[config.mk]
export PLATFORM = sky130hd
export DESIGN_NAME = cfg_bank
export DESIGN_NICKNAME = d
export VERILOG_FILES = /design/src/rtl/cfg_bank_pkg.sv /design/src/rtl/wake_timer.sv /design/src/rtl/offset_loop.sv /design/src/rtl/cfg_bank.sv
export SDC_FILE = /design/constraint.sdc
export NUM_CORES = 1
export LEC_CHECK = 0
export BUFFER_PORTS_ARGS = -buffer_cell sky130_fd_sc_hd__buf_2
export CAP_MARGIN = 40
export CORE_MARGIN = 1.5
export CORE_UTILIZATION = 51
export CTS_CLUSTER_SIZE = 30
export DETAILED_ROUTE_END_ITERATION = 12
export PLACE_DENSITY = 0.79
export SYNTH_ARGS = -nofsm -noshare
export SYNTH_HDL_FRONTEND = slang
export SYNTH_SLANG_ARGS = --single-unit
[constraint.sdc]
create_clock -name clk -period 8.8 [get_ports clk]
set_input_delay 1.76 -clock clk [delete_from_list [all_inputs] [get_ports clk]]
set_output_delay 1.76 -clock clk [all_outputs]
set_load 0.01 [all_outputs]
[src/rtl/cfg_bank_pkg.sv]
// Constants shared by the converter mode/configuration register bank.
// Assumes a 25 MHz system clock and an APB master with 32-bit data.
package cfg_bank_pkg;

    // ----------------------------------------------------------------
    // Clock and timing
    // ----------------------------------------------------------------
    localparam int CLK_FREQ_MHZ = 25;
    localparam int WAKE_TIME_US = 100;
    localparam int WAKE_CYCLES = WAKE_TIME_US * CLK_FREQ_MHZ;
    localparam int WAKE_CNT_W = 12;

    // ----------------------------------------------------------------
    // Register map: printed offsets are indexes, byte address = 4 * index
    // ----------------------------------------------------------------
    localparam int NUM_REGS = 14;
    localparam logic [7:0] PERF_TUNE_A_IDX = 8'h02;
    localparam logic [7:0] OFFSET_LOOP_ENABLE_IDX = 8'h3d;
    localparam logic [7:0] POWER_CONTROL_IDX = 8'h45;
    localparam logic [7:0] CHAN_B_HIGH_FREQ_IDX = 8'h4a;
    localparam logic [7:0] CHAN_A_HIGH_FREQ_IDX = 8'h58;
    localparam logic [7:0] CHAN_A_OFFSET_PEDESTAL_IDX = 8'hbf;
    localparam logic [7:0] CHAN_B_OFFSET_PEDESTAL_IDX = 8'hc1;
    localparam logic [7:0] OFFSET_LOOP_CONTROL_IDX = 8'hcf;
    localparam logic [7:0] PERF_TUNE_B_IDX = 8'hd5;
    localparam logic [7:0] PERF_TUNE_C_IDX = 8'hd7;
    localparam logic [7:0] PERF_TUNE_D_CHAN_B_SLOW_IDX = 8'hdb;
    localparam logic [7:0] SLOW_MODE_GATE_IDX = 8'hef;
    localparam logic [7:0] SWING_CONTROL_GATE_IDX = 8'hf1;
    localparam logic [7:0] CHAN_A_SLOW_MODE_IDX = 8'hf2;

    localparam logic [7:0] REG_INDEX [NUM_REGS] = '{
        PERF_TUNE_A_IDX, OFFSET_LOOP_ENABLE_IDX, POWER_CONTROL_IDX,
        CHAN_B_HIGH_FREQ_IDX, CHAN_A_HIGH_FREQ_IDX,
        CHAN_A_OFFSET_PEDESTAL_IDX, CHAN_B_OFFSET_PEDESTAL_IDX,
        OFFSET_LOOP_CONTROL_IDX, PERF_TUNE_B_IDX, PERF_TUNE_C_IDX,
        PERF_TUNE_D_CHAN_B_SLOW_IDX, SLOW_MODE_GATE_IDX,
        SWING_CONTROL_GATE_IDX, CHAN_A_SLOW_MODE_IDX
    };

    // Storage slots, same order as REG_INDEX
    localparam int SLOT_PERF_A = 0;
    localparam int SLOT_LOOP_EN = 1;
    localparam int SLOT_POWER = 2;
    localparam int SLOT_B_HF = 3;
    localparam int SLOT_A_HF = 4;
    localparam int SLOT_A_PED = 5;
    localparam int SLOT_B_PED = 6;
    localparam int SLOT_LOOP_CTL = 7;
    localparam int SLOT_PERF_B = 8;
    localparam int SLOT_PERF_C = 9;
    localparam int SLOT_PERF_D = 10;
    localparam int SLOT_SLOW_GATE = 11;
    localparam int SLOT_SWING = 12;
    localparam int SLOT_A_SLOW = 13;

    localparam logic [7:0] REG_RESET = 8'h00;

    // ----------------------------------------------------------------
    // Field positions
    // ----------------------------------------------------------------
    localparam int FULL_POWER_DOWN_BIT = 2;
    localparam int OFFSET_LOOP_ENABLE_BIT = 5;
    localparam int FAST_INPUT_BIT = 0;
    localparam int PEDESTAL_LSB = 4;
    localparam int PEDESTAL_W = 4;
    localparam int HOLD_ESTIMATE_BIT = 7;
    localparam int TAU_LSB = 2;
    localparam int TAU_W = 4;
    localparam int SLOW_GATE_BIT = 4;
    localparam int CHAN_A_SLOW_BIT = 3;
    localparam int CHAN_B_SLOW_BIT = 0;
    localparam int SWING_GATE_LSB = 0;
    localparam logic [1:0] SWING_GATE_ON = 2'h3;
    localparam int PERF_BIT_3 = 6;
    localparam int PERF_BIT_4 = 4;
    localparam int PERF_BIT_5 = 3;
    localparam int PERF_BIT_6 = 3;
    localparam int PERF_BIT_7 = 2;
    localparam int PERF_BIT_8 = 5;

    // ----------------------------------------------------------------
    // Data path
    // ----------------------------------------------------------------
    localparam int SAMPLE_W = 12;
    localparam int ACC_W = 28;
    localparam logic [11:0] MIDCODE = 12'h800;

endpackage

[src/rtl/wake_timer.sv]
// Recovery timer for the full power-down state.
// Assumes the power-down level comes from a register on the same clock.
`timescale 1ns/1ps
`default_nettype none
module wake_timer
    import cfg_bank_pkg::*;
(
    input wire logic clk,
    input wire logic resetn,
    input wire logic power_down,
    output logic awake
);

    logic [WAKE_CNT_W-1:0] count_r;

    // ----------------------------------------------------------------
    // Count out the wake-up time after power-down is released
    // ----------------------------------------------------------------
    always_ff @(posedge clk) begin
        if (!resetn) begin
            count_r <= '0;
        end else if (power_down) begin
            count_r <= WAKE_CNT_W'(WAKE_CYCLES);
        end else if (count_r != '0) begin
            count_r <= count_r - WAKE_CNT_W'(1);
        end
    end

    assign awake = !power_down && (count_r == '0);

endmodule
`default_nettype wire

[src/rtl/offset_loop.sv]
// First-order offset correction loop for one converter channel.
// Assumes samples are offset binary and arrive every clock.
`timescale 1ns/1ps
`default_nettype none
module offset_loop
    import cfg_bank_pkg::*;
(
    input wire logic clk,
    input wire logic resetn,
    input wire logic enable,
    input wire logic hold,
    input wire logic [TAU_W-1:0] tau,
    input wire logic [PEDESTAL_W-1:0] pedestal,
    input wire logic [SAMPLE_W-1:0] sample,
    output logic [SAMPLE_W-1:0] corrected
);

    logic signed [ACC_W-1:0] acc_r;
    logic signed [ACC_W-1:0] estimate;
    logic [SAMPLE_W-1:0] target;
    logic [SAMPLE_W-1:0] fixed;
    logic signed [SAMPLE_W-1:0] err;

    // Pedestal is two's complement around midcode
    assign target = MIDCODE + {{(SAMPLE_W-PEDESTAL_W){pedestal[PEDESTAL_W-1]}}, pedestal};
    // Gain of 2^-tau sets the loop time constant in clock cycles
    assign estimate = acc_r >>> tau;
    assign fixed = sample - estimate[SAMPLE_W-1:0];
    assign err = signed'(fixed - target);

    // ----------------------------------------------------------------
    // Estimator: cleared while off, kept while held
    // ----------------------------------------------------------------
    always_ff @(posedge clk) begin
        if (!resetn || !enable) begin
            acc_r <= '0;
        end else if (!hold) begin
            acc_r <= acc_r + ACC_W'(err);
        end
    end

    always_ff @(posedge clk) begin
        if (!resetn) begin
            corrected <= '0;
        end else begin
            corrected <= enable ? fixed : sample;
        end
    end

endmodule
`default_nettype wire

[src/rtl/cfg_bank.sv]
// Mode and configuration register bank of a dual-channel converter,
// with the offset correction loops and power-down recovery it steers.
// Assumes an APB master on clk and converter samples on the same clock.
//
// Behaviour
// (RULE_01) Power-down bit stops channels, references, outputs; wake takes 100 us.
// (RULE_02) Bit 0 of 4Ah and 58h select fast input mode per channel.
// (RULE_03) Enabled correction loop converges output to midcode.
// (RULE_04) Signed 4-bit pedestal in bits 7:4 shifts the converged target.
// (RULE_05) Hold bit freezes estimate; last estimate still applied every cycle.
// (RULE_06) Software enables correction whenever it uses the hold bit.
// (RULE_07) Bits 5:2 of Offset_loop_control set loop time constant.
// (RULE_08) Slow-mode gate at zero forces slow mode off for both channels.
// (RULE_09) Per-channel slow bits act only with gate set; software sets gate first.
// (RULE_10) Swing gate 11 enables register swing control, 00 disables; 01, 10 unused.
// (RULE_11) Above 160 MSPS software sets all six tuning bits.
// (RULE_12) Software writes zero to unassigned bits.
// (RULE_13) Every register resets to 00h.
// (RULE_14) Correction runs only while enable bit 5 of 3Dh is one.
// (RULE_15) Registers hold last written value until rewritten or reset; reads return it.
//
// Added by the designer: the APB slave port.
`timescale 1ns/1ps
`default_nettype none
module cfg_bank
    import cfg_bank_pkg::*;
(
    input wire logic clk,
    input wire logic resetn,
    input wire logic psel,
    input wire logic penable,
    input wire logic pwrite,
    input wire logic [11:0] paddr,
    input wire logic [31:0] pwdata,
    input wire logic [3:0] pstrb,
    output logic [31:0] prdata,
    output logic pready,
    output logic pslverr,
    input wire logic [cfg_bank_pkg::SAMPLE_W-1:0] chan_a_sample,
    input wire logic [cfg_bank_pkg::SAMPLE_W-1:0] chan_b_sample,
    output logic [cfg_bank_pkg::SAMPLE_W-1:0] chan_a_corrected,
    output logic [cfg_bank_pkg::SAMPLE_W-1:0] chan_b_corrected,
    output logic full_power_down,
    output logic converter_ready,
    output logic chan_a_fast_input_mode,
    output logic chan_b_fast_input_mode,
    output logic chan_a_slow_enable,
    output logic chan_b_slow_enable,
    output logic swing_reg_control,
    output logic perf_tune_all,
    output logic offset_loop_on
);
    import cfg_bank_pkg::*;

    // ----------------------------------------------------------------
    // Storage and decode signals
    // ----------------------------------------------------------------
    logic [7:0] regs_r [NUM_REGS];
    logic [7:0] access_idx;
    logic addr_ok;
    logic [NUM_REGS-1:0] slot_hit;
    logic hit;
    logic [7:0] read_byte;
    logic setup_phase;
    logic write_take;
    logic awake;
    logic loop_enable;
    logic loop_hold;
    logic [TAU_W-1:0] loop_tau;
    logic [SAMPLE_W-1:0] a_fixed;
    logic [SAMPLE_W-1:0] b_fixed;
    logic [SAMPLE_W-1:0] chan_a_in;
    logic [SAMPLE_W-1:0] chan_b_in;

    // ----------------------------------------------------------------
    // Address decode
    // ----------------------------------------------------------------
    // Word aligned only; upper bits outside the map are unmapped
    assign access_idx = paddr[9:2];
    assign addr_ok = (paddr[11:10] == 2'h0) && (paddr[1:0] == 2'h0);

    generate
        for (genvar i = 0; i < NUM_REGS; i++) begin : g_slot
            assign slot_hit[i] = addr_ok && (access_idx == REG_INDEX[i]);

            // Only the low byte lane carries data
            always_ff @(posedge clk) begin
                if (!resetn) begin
                    regs_r[i] <= REG_RESET; // [RULE_13]
                end else if (write_take && slot_hit[i] && pstrb[0]) begin
                    regs_r[i] <= pwdata[7:0]; // [RULE_15]
                end
            end
        end
    endgenerate

    assign hit = |slot_hit;

    always_comb begin
        read_byte = 8'h00;
        for (int k = 0; k < NUM_REGS; k++) begin
            if (slot_hit[k]) begin
                read_byte = regs_r[k]; // [RULE_15]
            end
        end
    end

    // ----------------------------------------------------------------
    // APB handshake
    // ----------------------------------------------------------------
    // One-cycle access phase: ready rises for the cycle after setup
    assign setup_phase = psel && !penable;
    assign write_take = psel && penable && pready && pwrite && !pslverr;

    always_ff @(posedge clk) begin
        if (!resetn) begin
            pready <= 1'b0;
        end else begin
            pready <= setup_phase;
        end
    end

    always_ff @(posedge clk) begin
        if (!resetn) begin
            pslverr <= 1'b0;
        end else begin
            pslverr <= setup_phase && !hit;
        end
    end

    always_ff @(posedge clk) begin
        if (!resetn) begin
            prdata <= 32'h0000_0000;
        end else if (setup_phase && !pwrite && hit) begin
            prdata <= {24'h00_0000, read_byte};
        end else if (setup_phase) begin
            prdata <= 32'h0000_0000;
        end
    end

    // ----------------------------------------------------------------
    // Power down and recovery
    // ----------------------------------------------------------------
    always_ff @(posedge clk) begin
        if (!resetn) begin
            full_power_down <= 1'b0;
        end else begin
            full_power_down <= regs_r[SLOT_POWER][FULL_POWER_DOWN_BIT]; // [RULE_01]
        end
    end

    // Analog recovery is slow, so readiness lags the release
    wake_timer u_wake (
        .clk(clk),
        .resetn(resetn),
        .power_down(full_power_down),
        .awake(awake)
    );

    always_ff @(posedge clk) begin
        if (!resetn) begin
            converter_ready <= 1'b0;
        end else begin
            converter_ready <= awake; // [RULE_01]
        end
    end

    // ----------------------------------------------------------------
    // Input frequency modes
    // ----------------------------------------------------------------
    always_ff @(posedge clk) begin
        if (!resetn) begin
            chan_a_fast_input_mode <= 1'b0;
            chan_b_fast_input_mode <= 1'b0;
        end else begin
            chan_a_fast_input_mode <= regs_r[SLOT_A_HF][FAST_INPUT_BIT]; // [RULE_02]
            chan_b_fast_input_mode <= regs_r[SLOT_B_HF][FAST_INPUT_BIT]; // [RULE_02]
        end
    end

    // ----------------------------------------------------------------
    // Low-speed mode
    // ----------------------------------------------------------------
    // Channel bits are ignored until the gate is set
    always_ff @(posedge clk) begin
        if (!resetn) begin
            chan_a_slow_enable <= 1'b0;
        end else begin
            chan_a_slow_enable <= regs_r[SLOT_SLOW_GATE][SLOW_GATE_BIT] // [RULE_08]
                && regs_r[SLOT_A_SLOW][CHAN_A_SLOW_BIT]; // [RULE_09]
        end
    end

    always_ff @(posedge clk) begin
        if (!resetn) begin
            chan_b_slow_enable <= 1'b0;
        end else begin
            chan_b_slow_enable <= regs_r[SLOT_SLOW_GATE][SLOW_GATE_BIT] // [RULE_08]
                && regs_r[SLOT_PERF_D][CHAN_B_SLOW_BIT]; // [RULE_09]
        end
    end

    // ----------------------------------------------------------------
    // Output swing gate
    // ----------------------------------------------------------------
    // Unused codes fall back to the safe, disabled state
    always_ff @(posedge clk) begin
        if (!resetn) begin
            swing_reg_control <= 1'b0;
        end else begin
            swing_reg_control <= (regs_r[SLOT_SWING][SWING_GATE_LSB +: 2] == SWING_GATE_ON); // [RULE_10]
        end
    end

    // ----------------------------------------------------------------
    // High-performance tuning
    // ----------------------------------------------------------------
    // Status only; setting them is up to software
    always_ff @(posedge clk) begin
        if (!resetn) begin
            perf_tune_all <= 1'b0;
        end else begin
            perf_tune_all <= regs_r[SLOT_PERF_A][PERF_BIT_3]
                && regs_r[SLOT_PERF_B][PERF_BIT_4]
                && regs_r[SLOT_PERF_B][PERF_BIT_5]
                && regs_r[SLOT_PERF_C][PERF_BIT_6]
                && regs_r[SLOT_PERF_C][PERF_BIT_7]
                && regs_r[SLOT_PERF_D][PERF_BIT_8]; // [RULE_11]
        end
    end

    // ----------------------------------------------------------------
    // Offset correction
    // ----------------------------------------------------------------
    // Loops are parked while powered down so they restart clean
    assign loop_enable = regs_r[SLOT_LOOP_EN][OFFSET_LOOP_ENABLE_BIT] && !full_power_down; // [RULE_14]
    // Hold has no effect unless the loop is enabled
    assign loop_hold = regs_r[SLOT_LOOP_CTL][HOLD_ESTIMATE_BIT]; // [RULE_05] [RULE_06]
    assign loop_tau = regs_r[SLOT_LOOP_CTL][TAU_LSB +: TAU_W]; // [RULE_07]

    // Outputs idle at zero while the buffers are off
    assign chan_a_in = full_power_down ? '0 : chan_a_sample;
    assign chan_b_in = full_power_down ? '0 : chan_b_sample;

    offset_loop u_loop_a (
        .clk(clk),
        .resetn(resetn),
        .enable(loop_enable),
        .hold(loop_hold),
        .tau(loop_tau),
        .pedestal(regs_r[SLOT_A_PED][PEDESTAL_LSB +: PEDESTAL_W]), // [RULE_04]
        .sample(chan_a_in),
        .corrected(a_fixed) // [RULE_03]
    );

    offset_loop u_loop_b (
        .clk(clk),
        .resetn(resetn),
        .enable(loop_enable),
        .hold(loop_hold),
        .tau(loop_tau),
        .pedestal(regs_r[SLOT_B_PED][PEDESTAL_LSB +: PEDESTAL_W]), // [RULE_04]
        .sample(chan_b_in),
        .corrected(b_fixed) // [RULE_03]
    );

    always_ff @(posedge clk) begin
        if (!resetn) begin
            chan_a_corrected <= '0;
            chan_b_corrected <= '0;
        end else if (full_power_down) begin
            chan_a_corrected <= '0; // [RULE_01]
            chan_b_corrected <= '0; // [RULE_01]
        end else begin
            chan_a_corrected <= a_fixed;
            chan_b_corrected <= b_fixed;
        end
    end

    always_ff @(posedge clk) begin
        if (!resetn) begin
            offset_loop_on <= 1'b0;
        end else begin
            offset_loop_on <= loop_enable; // [RULE_14]
        end
    end

endmodule
`default_nettype wire

Yosys cells after proc, flatten, opt, wreduce, memory -nomap -nowiden
Memories as Yosys holds them, arrays and structs flattened.
Index checks and enable logic that the tools add are counted.

storage, ports and cells
  output and inout port bits = 67
  input port bits = 77
  memory bits (writable) = 112
  bits in registers = 135
  logic and storage cells = 217
  memories kept = 1

operators by class
  mux-type cells = 79
  add/subtract/negate cells = 9
  bitwise logic cells = 15
  reduce and logical (&&, ||, !) cells = 76
  eq/ne operators = 15
  shift-type cells = 2

memory list
  name    depth  width  read ports  clocked after Yosys merged registers in  write ports  RTL line        RTL
  regs_r  14     8      14          0                                        14           cfg_bank.sv:58  logic [7:0] regs_r [NUM_REGS];

operator list
  kind                      count
  $mux W8                   30
  $eq A8 B8 Y1 const B      9
  $mux W12                  6
  $logic_and A1 B1 Y1       60
  $add A28 B12 Y28          2
  $sshr A28 B4 Y12          2
  $sub A12 B12 Y12          4
  $mux W1                   43
  $add A12 B12 Y12 const A  2
  $eq A8 B7 Y1 const B      3
  $or A1 B1 Y1              14
  $reduce_or A14 Y1         1
  $logic_not A12 Y1         1
  $reduce_bool A12 Y1       1
  $sub A12 B1 Y12 const B   1
  $eq A8 B2 Y1 const B      1
  $eq A8 B6 Y1 const B      1
  $logic_not A1 Y1          7
  $logic_not A2 Y1          2
  $reduce_bool A2 Y1        2
  $eq A2 B2 Y1 const B      1
  $reduce_or A2 Y1          1
  $logic_or A1 B1 Y1        1
  $not A1 Y1                1

Depth between registers and ports, before layout
  word-level depth = 18
  mapped depth = 39
  mapped depth without buffers = 36

Hierarchy
Synthesis repeated with hierarchy kept, for this count alone.

second synthesis, totals
  cells, all modules = 1829
  area, all modules = 16998.8 µm²

by module, submodules not included
  module                  instances  cells each  area each (µm²)
  cfg_bank                1          670         7470.9
  offset_loop (u_loop_b)  1          551         4543.1
  offset_loop (u_loop_a)  1          542         4375.4
  wake_timer              1          66          609.3

Worst setup path after synthesis
OpenSTA, ideal clock, no wires.

  path type = register -> register
  start point = mem regs_r[7][3] (netlist: regs_r[1][27])
  end point = reg u_loop_b.acc_r[26]
  stages on the path, launching flop included = 37
  slack = 1252 ps
  arrival time = 7476 ps
  clock period less this slack = 7548 ps
  cell sequence = edfxtp_1 > buf_6 > buf_6 > clkbuf_1 > buf_1 > mux2i_1 > nand2_1 > a31oi_1 > o21ai_0 > ha_1 > inv_1 > fa_1 > a21o_1 > a21o_1 > a21o_1 > a21oi_1 > o21bai_1 > a21oi_1 > xnor2_1 > ha_1 > ha_1 > nor3_1 > o211ai_1 > a31o_2 > a21oi_1 > xnor2_1 > xnor2_2 > ha_1 > a21oi_1 > nor2b_1 > o21ai_0 > or4b_2 > a211oi_1 > o31ai_1 > nand2b_1 > mux2i_1 > mux2i_1

RTL lines
  what                    RTL line           RTL
  start: declaration      cfg_bank.sv:58
  end signal: assignment  offset_loop.sv:38  acc_r <= acc_r + ACC_W'(err);
  end: declaration        offset_loop.sv:18  logic signed [ACC_W-1:0] acc_r;

==> qor.yml <==
critPathMaxStageDelay_ns: 0.47
crit_slowest_cell: "ha_1"
wl_per_cell_um: 18.9
grt_usage_pct: 26.0
setup.worst_path.end_class: "flip-flop"
drtIter0Drc: 1287
rows: 65
cts.sink_count: 245
cts.path.max_buffers: 3
post_cts_resized: 0
firstDrtPassIters: 7
nets: 2098
worst_pin_slew_ns: 0.926
grt_pass1_vias: 13300
portBuffers: 92
pin_count: 144
layout-drive-gt1-share_pct: 11.5
start_util_pct: 51.9
synth_seq_area_share_pct: 36.7
cp_max_fo: 46
cts_root_buf: "clkbuf_16"
use_met3_pct: 3.43
setup_viol: 0
ys_ff_latch: 245
hold_class: "flip-flop to flip-flop"
synth_warnings: 0
hold_viol: 0
max_freq_mhz: 124
async_flop_share_pct: 0
cts_buffers: 27
tritoncts: "done"
die_h_um: 182
grt_util_met2_pct: 45.2
grt-busiest-layer: "met2"
fillers: 2687
status: "completed"
crit_family: "compound AO/OA/AOI/OAI gates"
fp.dieArea_mm2: 0.0333
die_w_um: 182
dp_hpwl_mm: 31.9
grt_use_met1_pct: 33.5
area_delta_synth_final_pct: 10.5
cap_violations: 0
power.density_mw_per_mm2: 291
final_cell_mix: "nand2_1 (205), nor2_1 (151), and2_1 (148)"
arrival_ns: 8.51
path_buf_inv: 2
rsz0062_at_grt: "false"
finalWeightedCongestion: 0.951
htree_num_levels: 1
power_leakage_uw: 0.00786
worst_ep_required_time_ns: 9.23
totalWireLength_mm: 43.8
whs_path_depth: 1
synth_edf_count: 112
ctsHoldBuffers: 0
grt_pass1_wl_mm: 69.1
antenna_found_initial: 1
drc: 0
p_total_uw: 5280
overflow: 0
start_kind: "flip-flop"
min_period_over_period_pct: 91.8
avgSynthCellArea_um2: 9.06
synth_cells: 1812
final.setup.tns_ns: 0
max_slew_margin_pct: 37.7
grt_max_degree: 75
ant_nets: 0
path_depth: 34
irDropWorstVdd_v: 0.000133
worstRegToRegCells: 34
final.setup_skew_ns: 0.0153
ys.flop_type: "dfxtp_1"
final_common_cell: "nand2_1"
period_needed_ns: 8.08
path_class: "flip-flop to flip-flop"
core_region_area_mm2: 0.0316
synth_cell_type_count: 78
viasPerCell: 6.04
num_vias: 14000
clkTransAtPathRegs_ns: 0.06
clock_latency_ns: 0.54
synth_area_mm2: 0.0164
slew_violations: 0
per-stage QoR:
step / cell area, um2 / setup WS, ns / std cells / hold WS (ns) / utilization [%]
after floorplan: 16500 / 1.25 / 1835 / 0.406 / -
after global placement: 17100 / 0.614 / 2247 / 0.408 / 54.1
after detailed placement: 17200 / 0.523 / 2263 / 0.415 / 54.4
after CTS: 18100 / 0.512 / 2312 / 0.429 / 57.2
after global routing: 18100 / 0.324 / 2316 / 0.436 / 57.3
final: 18100 / 0.719 / 2317 / 0.424 / 57.3
area by class of cell:
class                      instances  area, um2  area share (%)
tap                              402        503            2.77
clock buffer                      33        718            3.96
inverter                          45        169           0.931
clock inverter                    16        168           0.924
sequential                       245       6030            33.2
antenna                            1       2.50          0.0138
multi-input combinational       1442       9800            54.0
timing repair buffer             133        757            4.17
metal layers:
metal  wire length (um)  vias to the layer above  part of all wire (%)
met4               1360                        0                   3.1
met3               3300                       96                   7.5
met2              21000                      584                    48
li1                   -                     6636                     -
met5                  0                        -                     0
met1              18100                     6683                    41
Yosys cell counts, types with 10 or more instances:
cell type	n	area share [%]
o22ai_1	10	0.38
o31ai_1	11	0.50
o21ai_0	91	2.8
a221oi_1	11	0.59
mux2_2	14	0.96
buf_4	26	1.2
dfxtp_1	133	16
o21a_1	22	1.0
a21o_1	39	1.8
nor2_1	152	3.5
nor3_1	35	1.1
and2_1	148	5.6
a222oi_1	10	0.61
mux2i_1	70	4.3
nand2b_1	11	0.42
nor2b_1	34	1.3
nand2_1	205	4.7
o21bai_1	12	0.55
buf_1	13	0.30
xnor2_1	56	3.0
edfxtp_1	112	20
ha_1	121	9.2
mux4_2	10	1.4
or3_1	11	0.42
xor2_1	27	1.4
a21oi_1	114	3.5
a211oi_1	13	0.59
nand4_1	18	0.69
and3_1	17	0.65
inv_1	44	1.0
clkbuf_1	57	1.3
a31oi_1	11	0.42
o211ai_1	14	0.64
nand3_1	38	1.2
sequential cells by signal (all words and copies together) (netlist names), 8 cells and up:
register / count
regs_r: 112
u_loop_b.acc_r: 27
u_loop_b.corrected: 12
prdata: 8
u_loop_a.corrected: 12
u_wake.count_r: 12
chan_b_corrected: 12
u_loop_a.acc_r: 27
chan_a_corrected: 12
power breakdown:
part           internal (uW)  total [uW]  switching [uW]
Sequential              1280        1360            83.0
Combinational           1180        2770            1590
Clock                    668        1140             472
Total                   3130        5280            2150
logic make-up (layout without fill, tap and decap cells):
logic type                 count (synthesis)  in the layout  synth area share, %
AOI/OAI and AO/OA                        401            401                 15.7
and+or+nand+nor                          707            707                 21.6
adders and majority gates                127            127                 9.95
other                                      1             25               0.0228
xor gates and xnor gates                  84             84                 4.53
muxes                                     99             99                 7.38
buffers and inverters                    148            227                 4.15
DFF                                      245            245                 36.7
worst paths after layout:
check	slack [ns]	end	from
max	0.72	u_loop_a.acc_r[26]	regs_r[1][26]
min reg2reg	0.42	chan_a_corrected[2]	u_loop_a.corrected[2]
min	0.42	chan_a_corrected[2]	u_loop_a.corrected[2]
max reg2reg	0.72	u_loop_a.acc_r[26]	regs_r[1][26]
repair_timing:
action | CTS | global route
endpoints found under the setup margin | 0 | 3
hold endpoints to repair | 0 | 0
buffers inserted | 0 | 3
Power figures use the tool's default switching activity.
